File: config.mk
export PLATFORM = sky130hd
export DESIGN_NAME = spm_top
export DESIGN_NICKNAME = d
export VERILOG_FILES = /design/src/hw/spm_pkg.sv /design/src/hw/spm_prescaler.sv /design/src/hw/spm_irq_gate.sv /design/src/hw/spm_top.sv
export SDC_FILE = /design/constraint.sdc
export NUM_CORES = 1
export LEC_CHECK = 0
export ABC_CLOCK_PERIOD_IN_PS = 2800
export BUFFER_PORTS_ARGS = -buffer_cell sky130_fd_sc_hd__buf_2
export CAP_MARGIN = 0
export CORE_ASPECT_RATIO = 1.75
export CORE_MARGIN = 2
export CORE_UTILIZATION = 46
export CTS_CLUSTER_SIZE = 12
export DETAILED_ROUTE_END_ITERATION = 16
export GPL_TIMING_DRIVEN = 0
export PLACE_DENSITY_LB_ADDON = 0.05
export SLEW_MARGIN = 20
export SYNTH_ARGS = -nofsm -noshare
export SYNTH_HDL_FRONTEND = slang
export SYNTH_SLANG_ARGS = --single-unit
export TNS_END_PERCENT = 5
File: constraint.sdc
create_clock -name clk -period 2.8 [get_ports clk]
set_input_delay 0.28 -clock clk [delete_from_list [all_inputs] [get_ports clk]]
set_output_delay 0.28 -clock clk [all_outputs]
set_load 0.01 [all_outputs]
File: src/hw/spm_pkg.sv
// Package for the serial port prescale and interrupt mask register bank.
// Assumes a 32-bit plain register port and one 20 MHz system clock.
package spm_pkg;

  // ------------------------------------------------------------------
  // Register map
  // ------------------------------------------------------------------
  localparam logic [11:0] SPM_OFS_PRESCALE  = 12'h010;
  localparam logic [11:0] SPM_OFS_IRQ_MASK  = 12'h014;
  localparam logic [11:0] SPM_OFS_RAW_STAT  = 12'h018;
  localparam logic [11:0] SPM_OFS_MASK_STAT = 12'h01C;
  localparam logic [11:0] SPM_OFS_EVT_STAT  = 12'h030;
  localparam logic [11:0] SPM_OFS_EVT_MASK  = 12'h034;

  // ------------------------------------------------------------------
  // Field layout and reset values
  // ------------------------------------------------------------------
  localparam int          SPM_NIRQ          = 4;
  localparam int          SPM_PSC_W         = 8;
  localparam int          SPM_BIT_ROR       = 0;
  localparam int          SPM_BIT_RT        = 1;
  localparam int          SPM_BIT_RX        = 2;
  localparam int          SPM_BIT_TX        = 3;
  localparam logic [7:0]  SPM_PSC_RST       = 8'h02;
  localparam logic [3:0]  SPM_MASK_RST      = 4'h0;
  localparam logic [7:0]  SPM_PSC_EVEN      = 8'hFE;

  // Interrupt enables, bit 3 down to 0
  typedef struct packed {
    logic tx_level_irq_enable;
    logic rx_level_irq_enable;
    logic rx_timeout_irq_enable;
    logic rx_overrun_irq_enable;
  } spm_mask_t;

  // Register port request
  typedef struct packed {
    logic [11:0] addr;
    logic [31:0] wdata;
    logic        wr;
    logic        rd;
  } spm_req_t;

endpackage

File: src/hw/spm_prescaler.sv
// Even prescaler: makes a one-cycle base tick every divisor clocks.
// Assumes the divisor is even and at least 2; zero is held as 2.
`timescale 1ns/10ps
module spm_prescaler #(
  parameter int W = 8
) (
  // Clock and reset
  input  wire logic         clk,
  input  wire logic         resetn,
  // Divisor and tick
  input  wire logic [W-1:0] divisor,
  output logic              tick
);

  logic [W-1:0] cnt_r;
  logic [W-1:0] last;

  // Terminal count; a zero divisor acts as the smallest legal one
  assign last = (divisor < W'(2)) ? W'(1) : divisor - W'(1);

  // ------------------------------------------------------------------
  // Counter, restarts when a new divisor lands below the count
  // ------------------------------------------------------------------
  always_ff @(posedge clk) begin
    if (!resetn) begin
      cnt_r <= '0;
      tick  <= 1'b0;
    end else if (cnt_r >= last) begin
      cnt_r <= '0;
      tick  <= 1'b1;
    end else begin
      cnt_r <= cnt_r + W'(1);
      tick  <= 1'b0;
    end
  end

endmodule

File: src/hw/spm_irq_gate.sv
// Masked status gate: AND of raw status with the mask bits.
// Assumes raw status comes from logic on the same clock.
`timescale 1ns/10ps
module spm_irq_gate #(
  parameter int N = 4
) (
  // Clock and reset
  input  wire logic         clk,
  input  wire logic         resetn,
  // Raw status and mask
  input  wire logic [N-1:0] raw,
  input  wire logic [N-1:0] mask,
  output logic      [N-1:0] masked
);

  // ------------------------------------------------------------------
  // Registered gate, one bit per source
  // ------------------------------------------------------------------
  for (genvar i = 0; i < N; i++) begin : g_bit
    always_ff @(posedge clk) begin
      if (!resetn) masked[i] <= 1'b0;
      else         masked[i] <= raw[i] & mask[i];
    end
  end

endmodule

File: src/hw/spm_top.sv
// Prescale and interrupt mask register bank of a sync serial port.
// Assumes a same-clock register master and raw status from port logic.
//
// Our own choice: the address-and-strobe port.
`timescale 1ns/10ps
module spm_top #(
  parameter int PSC_W = spm_pkg::SPM_PSC_W,
  parameter int NIRQ  = spm_pkg::SPM_NIRQ
) (
  // Clock and reset
  input  wire logic              clk,
  input  wire logic              resetn,
  // Register port
  input  wire logic [11:0]       reg_addr,
  input  wire logic [31:0]       reg_wdata,
  input  wire logic              reg_wr,
  input  wire logic              reg_rd,
  output logic      [31:0]       reg_rdata,
  // Raw interrupt sources from the port logic
  input  wire logic [NIRQ-1:0]   raw_irq_status,
  // Outputs to the port logic and the system
  output logic                   base_tick,
  output logic      [NIRQ-1:0]   masked_irq_status,
  output logic      [PSC_W-1:0]  clock_prescale_divisor,
  output logic                   irq
);

  spm_pkg::spm_req_t  req;
  spm_pkg::spm_mask_t interrupt_mask_r;
  logic [NIRQ-1:0]    mask_bits;
  logic [1:0]         evt_stat_r;
  logic [1:0]         evt_mask_r;
  logic [1:0]         evt_in;
  logic [NIRQ-1:0]    masked_prev_r;
  logic [31:0]        rdata_nxt;
  logic               wr_psc;
  logic               wr_msk;

  assign req       = '{addr: reg_addr, wdata: reg_wdata,
                       wr: reg_wr, rd: reg_rd};
  assign mask_bits = interrupt_mask_r;
  assign wr_psc    = req.wr && req.addr == spm_pkg::SPM_OFS_PRESCALE;
  assign wr_msk    = req.wr && req.addr == spm_pkg::SPM_OFS_IRQ_MASK;

  // ------------------------------------------------------------------
  // Prescale register
  // ------------------------------------------------------------------
  // Bit 0 is forced low on store; odd values are not refused, since
  // keeping the value legal is software's job
  always_ff @(posedge clk) begin
    if (!resetn)
      clock_prescale_divisor <= spm_pkg::SPM_PSC_RST;
    else if (wr_psc)
      clock_prescale_divisor <= req.wdata[PSC_W-1:0] &
                                spm_pkg::SPM_PSC_EVEN;
  end

  // ------------------------------------------------------------------
  // Interrupt mask register
  // ------------------------------------------------------------------
  // Only the low four bits exist; upper write data is dropped
  always_ff @(posedge clk) begin
    if (!resetn)
      interrupt_mask_r <= spm_pkg::SPM_MASK_RST;
    else if (wr_msk)
      interrupt_mask_r <= req.wdata[NIRQ-1:0];
  end

  // ------------------------------------------------------------------
  // Base clock divider and masked status
  // ------------------------------------------------------------------
  spm_prescaler #(
    .W       (PSC_W)
  ) u_psc (
    .clk     (clk),
    .resetn  (resetn),
    .divisor (clock_prescale_divisor),
    .tick    (base_tick)
  );

  // Bit order ties enables to sources
  spm_irq_gate #(
    .N      (NIRQ)
  ) u_gate (
    .clk    (clk),
    .resetn (resetn),
    .raw    (raw_irq_status),
    .mask   (mask_bits),
    .masked (masked_irq_status)
  );

  // ------------------------------------------------------------------
  // Block events: bit 0 a masked source rose, bit 1 an odd divisor
  // ------------------------------------------------------------------
  always_ff @(posedge clk) begin
    if (!resetn) masked_prev_r <= '0;
    else         masked_prev_r <= masked_irq_status;
  end

  assign evt_in = {wr_psc & req.wdata[0],
                   |(masked_irq_status & ~masked_prev_r)};

  // Set wins over a write-one clear in the same cycle
  always_ff @(posedge clk) begin
    if (!resetn)
      evt_stat_r <= '0;
    else if (req.wr && req.addr == spm_pkg::SPM_OFS_EVT_STAT)
      evt_stat_r <= (evt_stat_r & ~req.wdata[1:0]) | evt_in;
    else
      evt_stat_r <= evt_stat_r | evt_in;
  end

  always_ff @(posedge clk) begin
    if (!resetn)
      evt_mask_r <= '0;
    else if (req.wr && req.addr == spm_pkg::SPM_OFS_EVT_MASK)
      evt_mask_r <= req.wdata[1:0];
  end

  // Level output, registered so it lags the status by one cycle
  always_ff @(posedge clk) begin
    if (!resetn) irq <= 1'b0;
    else         irq <= |(evt_stat_r & evt_mask_r);
  end

  // ------------------------------------------------------------------
  // Read mux; unmapped addresses read zero
  // ------------------------------------------------------------------
  always_comb begin
    rdata_nxt = '0;
    unique case (req.addr)
      spm_pkg::SPM_OFS_PRESCALE:  rdata_nxt[PSC_W-1:0] =
                                    clock_prescale_divisor;
      spm_pkg::SPM_OFS_IRQ_MASK:  rdata_nxt[NIRQ-1:0] =
                                    mask_bits;
      spm_pkg::SPM_OFS_RAW_STAT:  rdata_nxt[NIRQ-1:0] = raw_irq_status;
      spm_pkg::SPM_OFS_MASK_STAT: rdata_nxt[NIRQ-1:0] =
                                    masked_irq_status;
      spm_pkg::SPM_OFS_EVT_STAT:  rdata_nxt[1:0] = evt_stat_r;
      spm_pkg::SPM_OFS_EVT_MASK:  rdata_nxt[1:0] = evt_mask_r;
      default:                    rdata_nxt = '0;
    endcase
  end

  // Data stands only in the cycle after the read strobe
  always_ff @(posedge clk) begin
    if (!resetn)     reg_rdata <= '0;
    else if (req.rd) reg_rdata <= rdata_nxt;
    else             reg_rdata <= '0;
  end

  // ------------------------------------------------------------------
  // Assertions
  // ------------------------------------------------------------------
  property p_psc_even;
    @(posedge clk) disable iff (!resetn)
      wr_psc |=> clock_prescale_divisor ==
                 ($past(reg_wdata[PSC_W-1:0]) & spm_pkg::SPM_PSC_EVEN);
  endproperty
  a_psc_even: assert property (p_psc_even)
    else $error("prescale write not stored with bit 0 low");

  property p_psc_lsb;
    @(posedge clk) disable iff (!resetn) !clock_prescale_divisor[0];
  endproperty
  a_psc_lsb: assert property (p_psc_lsb)
    else $error("prescale bit 0 set");

  property p_tick_period;
    @(posedge clk) disable iff (!resetn)
      ($rose(base_tick) && clock_prescale_divisor == 8'h02 &&
       $stable(clock_prescale_divisor) && !wr_psc) |-> ##2 base_tick;
  endproperty
  a_tick_period: assert property (p_tick_period)
    else $error("base tick not every two clocks at divisor 2");

  property p_mask_reset;
    @(posedge clk) $rose(resetn) |-> interrupt_mask_r == 4'h0;
  endproperty
  a_mask_reset: assert property (p_mask_reset)
    else $error("mask not clear after reset");

  property p_mask_write;
    @(posedge clk) disable iff (!resetn)
      wr_msk |=> mask_bits == $past(reg_wdata[NIRQ-1:0]);
  endproperty
  a_mask_write: assert property (p_mask_write)
    else $error("mask write not stored");

  property p_mask_hold;
    @(posedge clk) disable iff (!resetn)
      !wr_msk |=> $stable(mask_bits);
  endproperty
  a_mask_hold: assert property (p_mask_hold)
    else $error("mask changed without write");

  property p_mask_read;
    @(posedge clk) disable iff (!resetn)
      (reg_rd && reg_addr == spm_pkg::SPM_OFS_IRQ_MASK)
        |=> reg_rdata == {28'h000_0000, $past(mask_bits)};
  endproperty
  a_mask_read: assert property (p_mask_read)
    else $error("mask read wrong or upper bits set");

  property p_ror_gate;
    @(posedge clk) disable iff (!resetn)
      !mask_bits[spm_pkg::SPM_BIT_ROR] |=>
        !masked_irq_status[spm_pkg::SPM_BIT_ROR];
  endproperty
  a_ror_gate: assert property (p_ror_gate)
    else $error("overrun passed while masked");

  property p_masked_and;
    @(posedge clk) disable iff (!resetn)
      1'b1 |=> masked_irq_status ==
               ($past(raw_irq_status) & $past(mask_bits));
  endproperty
  a_masked_and: assert property (p_masked_and)
    else $error("masked status is not raw AND mask");

  property p_psc_hold;
    @(posedge clk) disable iff (!resetn)
      !wr_psc |=> $stable(clock_prescale_divisor);
  endproperty
  a_psc_hold: assert property (p_psc_hold)
    else $error("prescale changed without write");

  property p_tick_pulse;
    @(posedge clk) disable iff (!resetn)
      base_tick |=> !base_tick;
  endproperty
  a_tick_pulse: assert property (p_tick_pulse)
    else $error("base tick longer than one cycle");

  // Divisor 6 checks a full count; a write inside the window voids it
  property p_tick_six;
    @(posedge clk) disable iff (!resetn)
      ($rose(base_tick) && clock_prescale_divisor == 8'h06 &&
       $stable(clock_prescale_divisor) && !wr_psc) ##1 (!wr_psc) [*4]
        |-> ##2 base_tick;
  endproperty
  a_tick_six: assert property (p_tick_six)
    else $error("base tick not every six clocks at divisor 6");

  property p_mask_clear;
    @(posedge clk) disable iff (!resetn)
      wr_msk |=> (mask_bits & ~$past(reg_wdata[NIRQ-1:0])) == '0;
  endproperty
  a_mask_clear: assert property (p_mask_clear)
    else $error("mask bit written zero still set");

  // Set must win when a cause lands in the cycle of a clear
  property p_evt_set;
    @(posedge clk) disable iff (!resetn)
      (|evt_in) |=> (evt_stat_r & $past(evt_in)) == $past(evt_in);
  endproperty
  a_evt_set: assert property (p_evt_set)
    else $error("event cause did not set its status bit");

  property p_irq_on;
    @(posedge clk) disable iff (!resetn)
      (|(evt_stat_r & evt_mask_r)) |=> irq;
  endproperty
  a_irq_on: assert property (p_irq_on)
    else $error("irq low with an unmasked event set");

  property p_irq_off;
    @(posedge clk) disable iff (!resetn)
      ((evt_stat_r & evt_mask_r) == '0) |=> !irq;
  endproperty
  a_irq_off: assert property (p_irq_off)
    else $error("irq high with no unmasked event");

  property p_rdata_idle;
    @(posedge clk) disable iff (!resetn)
      !reg_rd |=> reg_rdata == 32'h0000_0000;
  endproperty
  a_rdata_idle: assert property (p_rdata_idle)
    else $error("read data not zero outside a read");

  // ------------------------------------------------------------------
  // Cover points for the main scenarios
  // ------------------------------------------------------------------
  c_psc_write: cover property (@(posedge clk) disable iff (!resetn)
    wr_psc);
  c_mask_all:  cover property (@(posedge clk) disable iff (!resetn)
    mask_bits == 4'hF);
  c_odd_psc:   cover property (@(posedge clk) disable iff (!resetn)
    wr_psc && req.wdata[0]);
  c_set_wins:  cover property (@(posedge clk) disable iff (!resetn)
    evt_in[0] && req.wr && req.addr == spm_pkg::SPM_OFS_EVT_STAT);
  c_irq:       cover property (@(posedge clk) disable iff (!resetn)
    $rose(irq));

endmodule

Word-level counts from Yosys, hierarchy flattened:

Cells that the tools add are included.

* $add $sub $neg: 2
* $mul: 0
* div/mod/pow operators: 0
* order comparisons: 2
* eq/ne operators: 6
* shifts and indexed selects: 0
* multiplexer cells: 5
* bitwise operators: 13
* reductions and logical operators: 9

Operators by type and width (count)
* == test 12 x 5 -> 1 bit, second input constant: 4
* == test 12 x 6 -> 1 bit, second input constant: 2
* case mux 2 bit (6 select lines): 1
* adder 8 x 1 -> 8 bit, second input constant: 1
* greater-or-equal comparator 8 bit: 1
* less-than comparator 8 x 2 -> 1 bit, second input constant: 1
* two-way mux 8 bit: 1
* case mux 2 bit (4 select lines): 1
* subtractor 8 x 1 -> 8 bit, second input constant: 1
* AND 1 bit: 5
* AND 2 bit: 2
* AND 4 bit: 1
* logical AND 1 bit: 4
* inverter 4 bit: 1
* OR 2 bit: 2
* OR reduction 2 bit: 2
* OR reduction 4 bit: 1
* AND reduction 3 bit: 1
* two-way mux 2 bit: 1
* inverter 2 bit: 1
* AND reduction 2 bit: 1
* two-way mux 1 bit: 1
* inverter 1 bit: 1

* register bits: 65
* bits in latches: 0
* RAM bits: 0
* ROM bits: 0
* logic and storage cells: 55
* memories: 0

Logic depth before layout (Yosys ltp):

Gate-level depths: netlist (run 1).

* depth in word-level cells: 5
* mapped depth: 11
* depth with buffers taken out: 11

Hierarchy:

A second synthesis (run 1) with hierarchy kept.

* cell total of the unflattened synthesis: 247
* area total of the unflattened synthesis: 2280.9 um^2

By module, submodules not included
* spm_top: times used 1, cells an instance 160, area each 1487.7 um^2, seq. area each 560.5 um^2
* spm_prescaler: times used 1, cells an instance 79, area each 688.2 um^2, seq. area each 180.2 um^2
* spm_irq_gate: times used 1, cells an instance 8, area each 105.1 um^2, seq. area each 80.1 um^2

Worst setup path after synthesis (run 1):

OpenSTA, ideal clock, no wires.

* path kind: register -> register
* from: register clock_prescale_divisor[1]
* to: register u_psc.cnt_r[2]
* library setup time: 65 ps
* data arrival time: 2161 ps
* data required time: 2735 ps
* setup slack: 575 ps
* cell stages (with the launch flop): 10
* cell sequence: dfxtp_1 nor3_1 nand2_1 nor3b_1 a21oi_1 ha_1 a21oi_1 a21boi_0 a2111o_1 nor2_1

* longest elaborated chain between the ends: 4
* elaborated cells on any way between the ends: 5
* those cells by class: add/sub (1); order compare (2); mux (1); reduce/logical (1)

Ends and longest elaborated chain
* start: declaration: RTL line spm_top.sv:24 `output logic [PSC_W-1:0] clock_prescale_divisor,`
* start signal: assignment: RTL line spm_top.sv:52 `clock_prescale_divisor <= spm_pkg::SPM_PSC_RST;`
* start signal: assignment: RTL line spm_top.sv:54 `clock_prescale_divisor <= req.wdata[PSC_W-1:0] &`
* subtractor 8 x 1 -> 8 bit / less-than comparator 8 x 2 -> 1 bit (equally long branches): RTL line spm_prescaler.sv:19 `assign last = (divisor < W'(2)) ? W'(1) : divisor - W'(1);`
* two-way mux 8 bit (*): RTL line spm_prescaler.sv:19
* greater-or-equal comparator 8 bit (*): RTL line spm_prescaler.sv:28 `end else if (cnt_r >= last) begin`
* OR reduction 2 bit (no source line) (*)
* end signal: assignment: RTL line spm_prescaler.sv:32 `cnt_r <= cnt_r + W'(1);`
* end: declaration: RTL line spm_prescaler.sv:15 `logic [W-1:0] cnt_r;`

Mark *: on every way between the ends. The rest lies on a longest branch, timed or not.
A chain may end at the register's enable or synchronous reset.

Worst setup path after layout (run 1):

* from: register clock_prescale_divisor[2]
* to: register u_psc.cnt_r[7]

Same word-level chain as after synthesis.

==> key figures, run 1 <==
Route
  • Pre-Repair DR Iteration Count: 4
  • Via Count: 1732
  • Detailed Route WL: 4.40 mm
  • First DRT Iteration DRCs: 20
  • DR vias/cell: 4.88
  • DRC viols: 0
  • Routed Antenna Nets: 0
  • WL/cell: 12.4 um

Finish
  • Fin cells: 355
  • N_diodes: 0
  • Layout cells sized above 1: 0.296
  • Final instance area: 2600 um2
  • Util after Layout: 0.589
  • Area Growth Syn to Fin: 24.1%
  • Final nets: between 300 and 400

Timing
  • Final period util: 0.901
  • Final hold vios: 0
  • Fmax: 0.396 GHz
  • Final hold slack: around 0.22 ns
  • Slew Limit Headroom: 0.651
  • Min Tclk post-route: 2.52 ns
  • Setup WS post-layout: roughly 0.28 ns
  • Slew Limit Fails: 0
  • Final setup fails: 0
  • RSZ-0062 raised after global routing: no
  • Least-Margin Pin Slew: 0.519 ns
  • Clock Skew: 0.00740 ns
  • Setup_tns: 0 ns

GRT
  • First-pass GRT wire length: 6.91 mm
  • Vias in the first global route: 1552
  • Initial antenna violation count: 0
  • GRT overflow: 0
  • Largest net degree at the start of global routing: 14
  • Total GRT Usage: 0.189

Setup path
  • Worst Path Max Fanout: 7
  • Crit path launch type: register
  • Crit end category: register
  • Critical path data arrival time: 2.76 ns
  • Crit path kind: register to register
  • Worst EP required: slightly above 3 ns

Placed design
  • Pre-CTS WS: approximately 0.27 ns
  • Post-DP HPWL: 3.57 mm
  • GPL Wtd Cong: 0.821
  • Placed Area: roughly 2500 um2
  • # port buffers: between 40 and 50
  • Placed Cells: ~350

Synth
  • Syn avg cell area: between 9 and 10 um2
  • FFs w/ async S/R, synth: 0
  • Synth cell types: 39
  • Cells after synthesis: 226
  • Register bit total from synthesis: 41
  • Prevailing post-synth register cell: dfxtp_1
  • Register area share after synthesis: 0.392
  • Synthesized area: 2090 um2
  • Syn. warnings: 0
  • Number of synthesized flops with an enable pin: 0

Pwr
  • Max VDD drop: 319 uV
  • Pwr Density: 508 nW/um2
  • Leakage: 1.25 nW
  • Overall power: 1.32 mW

CTS
  • Num CTS Buffers: 5
  • Hold-fix buffers at CTS: 0
  • Clk sinks: 41
  • Skew-Pair Late Insertion Delay: 0.30 ns
  • CTS root buffer: clkbuf_8
  • H-tree Lvls: 2
  • CTS tree: yes
  • Worst-path clk slew: 0.08 ns
  • Post-cts sizing count: 0
  • Clock tree buffer depth: 2
  • Post-CTS setup buffer count: 0

Floorplanning
  • Core Area: 4400 um2
  • I/O pins: 98
  • Die width: between 50 and 60 um
  • Die ar.: 5120 um2
  • Rows: 32
  • Initial Util: 0.475
  • Die span in y: 93.2 um

Job
  • Max Cap Viol: 0

Outcome
  • Outcome: finished clean

Worst hold path
  • Hold WC Path Type: input pin to register
-- registers in the layout, summed over array words and instances (netlist names) --
signal and cells:
reg_rdata 8, u_psc.cnt_r 8, clock_prescale_divisor 7, interrupt_mask_r 4, masked_prev_r 4, u_gate.masked 4, evt_mask_r 2, evt_stat_r 2
irq 1, u_psc.tick 1
-- cell usage in the layout, fill, tap and decap left out, types with 4 or more instances in the layout --
master / Yosys / routed
and3_1: 6 / 6
dfxtp_1: 41 / 41
buf_2: 2 / 48
buf_4: 26 / 26
ha_1: 9 / 9
nand3_1: 4 / 4
mux2i_1: 16 / 16
a21oi_1: 6 / 6
nor2_1: 25 / 25
inv_1: 7 / 7
conb_1: 1 / 25
clkbuf_8: 0 / 6
and2_1: 6 / 6
xor2_1: 5 / 5
nand2_1: 24 / 24
xnor2_1: 4 / 4
-- cell usage after synthesis (all sizes together), types with 2 or more instances --
cell / n / area (um2)
nand3b: 2 / 15.0
nor2b: 3 / 18.8
buf: 28 / 205
a21oi: 6 / 30.0
and3: 6 / 37.5
nor3: 3 / 15.0
mux2i: 16 / 160
o31a: 2 / 17.5
clkbuf: 3 / 11.3
nor3b: 2 / 15.0
o21ai: 3 / 15.0
nor4: 3 / 25.0
xor2: 5 / 43.8
ha: 9 / 113
nand2b: 3 / 18.8
xnor2: 4 / 35.0
nand4: 3 / 25.0
and2: 6 / 37.5
mux4: 3 / 67.6
and4: 3 / 26.3
nand2: 24 / 90.1
dfxtp: 41 / 821
nor2: 25 / 93.8
nand3: 4 / 20.0
inv: 7 / 26.3
o22ai: 2 / 12.5
-- cell families after synthesis --
kind of cell	after synthesis	share of synthesized area
mux	19	0.109
other cells	1	0.00179
xor+xnor	9	0.0377
simple gates	90	0.230
compound gates	19	0.0598
flops	41	0.392
fa+ha+maj	9	0.0538
buf+inv	38	0.116
-- worst max-delay path: stages, from the launching register on --
cell and delay (ns):
dfxtp_1 0.36, nor3_1 0.46, nand2_1 0.14, nor3b_1 0.22, a21oi_1 0.07, ha_1 0.31, a21oi_1 0.13, a21boi_0 0.12
a2111o_1 0.52, nor2_1 0.13
-- report_power, final --
| group | internal, mW | total (mW) | switching [mW] | leakage, nW |
|---|---|---|---|---|
| Combinational | 0.0894 | 0.192 | 0.103 | 0.863 |
| Clock | 0.290 | 0.505 | 0.215 | 0.0574 |
| Sequential | 0.605 | 0.621 | 0.0160 | 0.331 |
| Total | 0.985 | 1.32 | 0.334 | 1.25 |
-- worst paths after layout --
path	from	to	slack [ns]	depth (start not counted)
worst max-delay path	clock_prescale_divisor[2]	u_psc.cnt_r[7]	0.28	9
worst min-delay path	raw_irq_status[1]	u_gate.masked[1]	0.22	2
worst max register to register	clock_prescale_divisor[2]	u_psc.cnt_r[7]	0.28	9
worst min register to register	interrupt_mask_r[0]	interrupt_mask_r[0]	0.48	2
-- layout make-up --
| type | instances | area [um2] |
|---|---|---|
| fillers | 424 | 1810 |
| multi-input cells | 171 | 1120 |
| flip-flops and latches | 41 | 821 |
| repair buffers | 46 | 230 |
| plain buffers | 31 | 216 |
| clock buffers | 6 | 82.6 |
| well taps | 51 | 63.8 |
| clock inverters | 2 | 37.5 |
| inverters | 7 | 26.3 |
-- layer usage --
metal  up-vias  part of all wire  GRT usage
met3         9             0.043     0.0399
met1       798              0.36      0.185
met5         -                 0          0
li1        875                 -          -
met2        50              0.57      0.344
met4         0             0.027     0.0976
No activity file was read; power rests on OpenSTA's default activity.
==> inputs of run 2 (changes only) <==
--- a/config.mk
+++ b/config.mk
@@ -5,12 +5,13 @@
 export SDC_FILE = /design/constraint.sdc
 export NUM_CORES = 1
 export LEC_CHECK = 0
+export ABC_AREA = 1
 export ABC_CLOCK_PERIOD_IN_PS = 2800
 export BUFFER_PORTS_ARGS = -buffer_cell sky130_fd_sc_hd__buf_2
 export CAP_MARGIN = 0
 export CORE_ASPECT_RATIO = 1.75
 export CORE_MARGIN = 2
-export CORE_UTILIZATION = 46
+export CORE_UTILIZATION = 48
 export CTS_CLUSTER_SIZE = 12
 export DETAILED_ROUTE_END_ITERATION = 16
 export GPL_TIMING_DRIVEN = 0
==> run 2 against run 1 <==
  * Worst setup slack better by 0.13 ns
  * Clock power fell by 4%
  * Register-to-register slack better by 0.13 ns
  * Combinational power about the same
  * Clock-buffer cell count grew 1
  * Wire length up 17%
  * Sequential power barely moved
  * Clock skew is 0.0013 ns lower
  * Maximum frequency rose by 5.4%
  * Largest power group unchanged
==> key figures, run 2 <==
Synth
  • Most frequent cell after synthesis: nor2_1
  • Post-synth top cells: nor2_1, nand2_1, dfxtp_1
  • Register bit total from synthesis: 41 (unchanged)
  • Largest cells by area after synthesis: dfxtp_1, nor2_1, buf_4, nand2_1, inv_1
  • FFs w/ async S/R, synth: 0 (unchanged)
  • Prevailing post-synth register cell: dfxtp_1
  • Synthesized area: 2290 um2 (+9.3%)
  • Syn. warnings: 0 (unchanged)
  • Synth cell types: 30 (-23%)
  • Largest area contributor in the synthesized netlist: dfxtp_1
  • Number of synthesized flops with an enable pin: 0 (unchanged)
  • Cells after synthesis: 316 (+40%)
  • Syn avg cell area: 7.23 um2 (-22%)
  • Area share of the largest cell type after synthesis: 0.359 (-0.0333)
  • Register area share after synthesis: 0.359 (-0.0333)

Pwr
  • Pwr Density: 463 nW/um2 (-8.9%)
  • Reg power frac: 0.477 (+0.006)
  • Max VDD drop: 473 uV (+48%)
  • Overall power: 1.30 mW (-1.5%)
  • Switching Fraction: 0.249 (-0.00391)
  • Leakage: 1.44 nW (+15%)
  • Net Sw Power: 0.324 mW (-3.0%)
  • Internal: 0.975 mW (-0.98%)
  • Clock power frac: 0.374 (-0.009)
  • Logic pwr share: 0.149 (+0.003)

Timing
  • Final hold vios: 0 (unchanged)
  • Fmax: 0.418 GHz (+5.4%)
  • Setup_tns: 0 ns (unchanged)
  • RSZ-0062 raised after global routing: no
  • Slew Limit Fails: 0 (unchanged)
  • Final period util: 0.854 (-0.0465)
  • Clock Skew: 0.00607 ns (-0.00132 ns)
  • Final setup fails: 0 (unchanged)
  • Min Tclk post-route: 2.39 ns (-0.130 ns)

Route
  • Pre-Repair DR Iteration Count: 4 (unchanged)
  • DRC viols: 0 (unchanged)
  • Routed Antenna Nets: 0 (unchanged)
  • DR vias/cell: 4.75 (-2.6%)
  • Via Count: 2129 (+23%)
  • WL/cell: 11.5 um (-7.1%)
  • First DRT Iteration DRCs: 24 (+20%)
  • Detailed Route WL: 5.16 mm (+17%)

Finish
  • Final nets: 456 (+25%)
  • Most frequent cells in the layout: nor2_1, buf_2, nand2_1, dfxtp_1, inv_1
  • N_diodes: 0 (unchanged)
  • Layout cells sized above 1: 0.253 (-0.0435)
  • Largest registers: reg_rdata: 8 flops, u_psc.cnt_r: 8 flops, clock_prescale_divisor: 7 flops
  • Commonest non-fill, non-tap cell in the layout: nor2_1
  • Area Growth Syn to Fin: 22.8%
  • Fin cells: 448 (+26%)

CTS
  • Post-cts sizing count: 0 (unchanged)
  • Skew-Pair Late Insertion Delay: 0.28 ns (-0.02 ns)
  • Num CTS Buffers: 5 (unchanged)
  • Hold-fix buffers at CTS: 0 (unchanged)
  • CTS root buffer: clkbuf_8
  • Worst-path clk slew: 0.08 ns (about the same)
  • H-tree Lvls: 2 (unchanged)
  • Clock tree buffer depth: 2 (unchanged)
  • CTS tree: yes
  • Post-CTS setup buffer count: 0 (unchanged)
  • Clk sinks: 41 (unchanged)

GRT
  • Largest net degree at the start of global routing: 13 (-1)
  • GRT overflow: 0 (unchanged)
  • Initial antenna violation count: 0 (unchanged)
  • Vias in the first global route: 1858 (+20%)
  • Total GRT Usage: 0.197 (+0.00850)
  • First-pass GRT wire length: 8.31 mm (+20%)

Worst hold path
  • Hold WC Path Type: input pin to register

Outcome
  • Outcome: finished clean

Placed design
  • Placed Cells: 440 (+27%)
  • Post-DP HPWL: 4.15 mm (+16%)
  • GPL Wtd Cong: 0.832 (+1.4%)
  • # port buffers: 48 (+4.3%)

Setup path
  • Critical path data arrival time: 2.61 ns (-0.15 ns)
  • Worst Path Max Fanout: 8 (+1)
  • R2r setup slk: 0.41 ns (+0.13 ns)
  • Crit path launch type: register
  • Crit end category: register
  • Crit path kind: register to register
  • Worst EP required: 3.02 ns (-0.02 ns)

Floorplanning
  • Die span in y: 95.3 um (+2.2%)
  • Initial Util: 0.494 (+0.0193)
  • Die ar.: 5350 um2 (+4.4%)
  • Core Area: 4620 um2 (+5.0%)
  • Die width: 56.2 um (+2.2%)
  • I/O pins: 98 (unchanged)
  • Rows: 33 (+3.1%)

Job
  • Max Cap Viol: 0 (unchanged)
[run 2: cell count changes after synthesis, moves of 6 or more]
cell	previous run	this run
nand2_1	24	47
o21ai_0	3	13
and3_1	6	0
nand3_1	4	26
nand4_1	2	10
and2_1	6	0
mux2i_1	16	0
inv_1	7	40
nor2_1	25	56
[run 2: area by class of cell]
cell class	instances	area, um2
Clock inverter	1	30.0
Clock buffer	7	86.3
Inverter	42	158
Tap cell	52	65.1
Multi-Input combinational cell	230	1210
Buffer	27	200
Sequential cell	41	821
Fill cell	464	1820
Timing Repair Buffer	48	240
[run 2: logic make-up after synthesis]
logic type | Yosys count | synth area share
buffers and inverters | 69 | 0.157
DFF | 41 | 0.359
other | 1 | 0.00164
adders and majority gates | 9 | 0.0493
and+or+nand+nor | 160 | 0.338
xor gates and xnor gates | 7 | 0.0268
AOI/OAI and AO/OA | 29 | 0.0684
[run 2: critical path, cell delays in order (launching register included)]
cell,delay (ns)
dfxtp_1,0.39
inv_1,0.08
nand3_1,0.12
nor3_2,0.22
nand3_1,0.22
o21ai_0,0.17
ha_1,0.29
a21oi_1,0.14
nor2_1,0.05
a211oi_1,0.29
nand3_2,0.23
nor2_1,0.14
[run 2: path summary, 6_finish.rpt]
check | startpoint | endpoint | depth (start not counted)
worst max register to register | clock_prescale_divisor[3] | u_psc.cnt_r[7] | 11
worst max-delay path | clock_prescale_divisor[3] | u_psc.cnt_r[7] | 11
worst min register to register | interrupt_mask_r[3] | u_gate.masked[3] | 2
worst min-delay path | reg_wdata[7] | clock_prescale_divisor[7] | 3
[run 2: layer usage]
layer	vias up	GRT usage	share of wire
met5	-	0	0
met4	0	0.0952	0.029
met3	11	0.0312	0.051
met2	65	0.380	0.53
met1	933	0.203	0.39
li1	1120	-	-
[run 2: per-stage QoR]
stage	utilization	setup WS, ns	cell area [um2]	hold WS [ns]
2_1_floorplan	-	0.662	2380	0.401
3_3_place_gp	0.580	0.203	2680	0.415
3_5_place_dp	0.580	0.202	2680	0.420
4_1_cts	0.605	0.167	2800	0.205
5_1_grt	0.607	0.119	2810	0.220
6_report	0.607	0.408	2810	0.214
[run 2: power groups by stage]
stage | clock [mW] | combinational [mW] | sequential, mW
global route | 0.525 | 0.221 | 0.623
CTS | 0.501 | 0.191 | 0.620
global placement | 0 | 0.191 | 0.633
detailed placement | 0 | 0.190 | 0.634
finish | 0.486 | 0.194 | 0.619
floorplan | 0 | 0.128 | 0.635
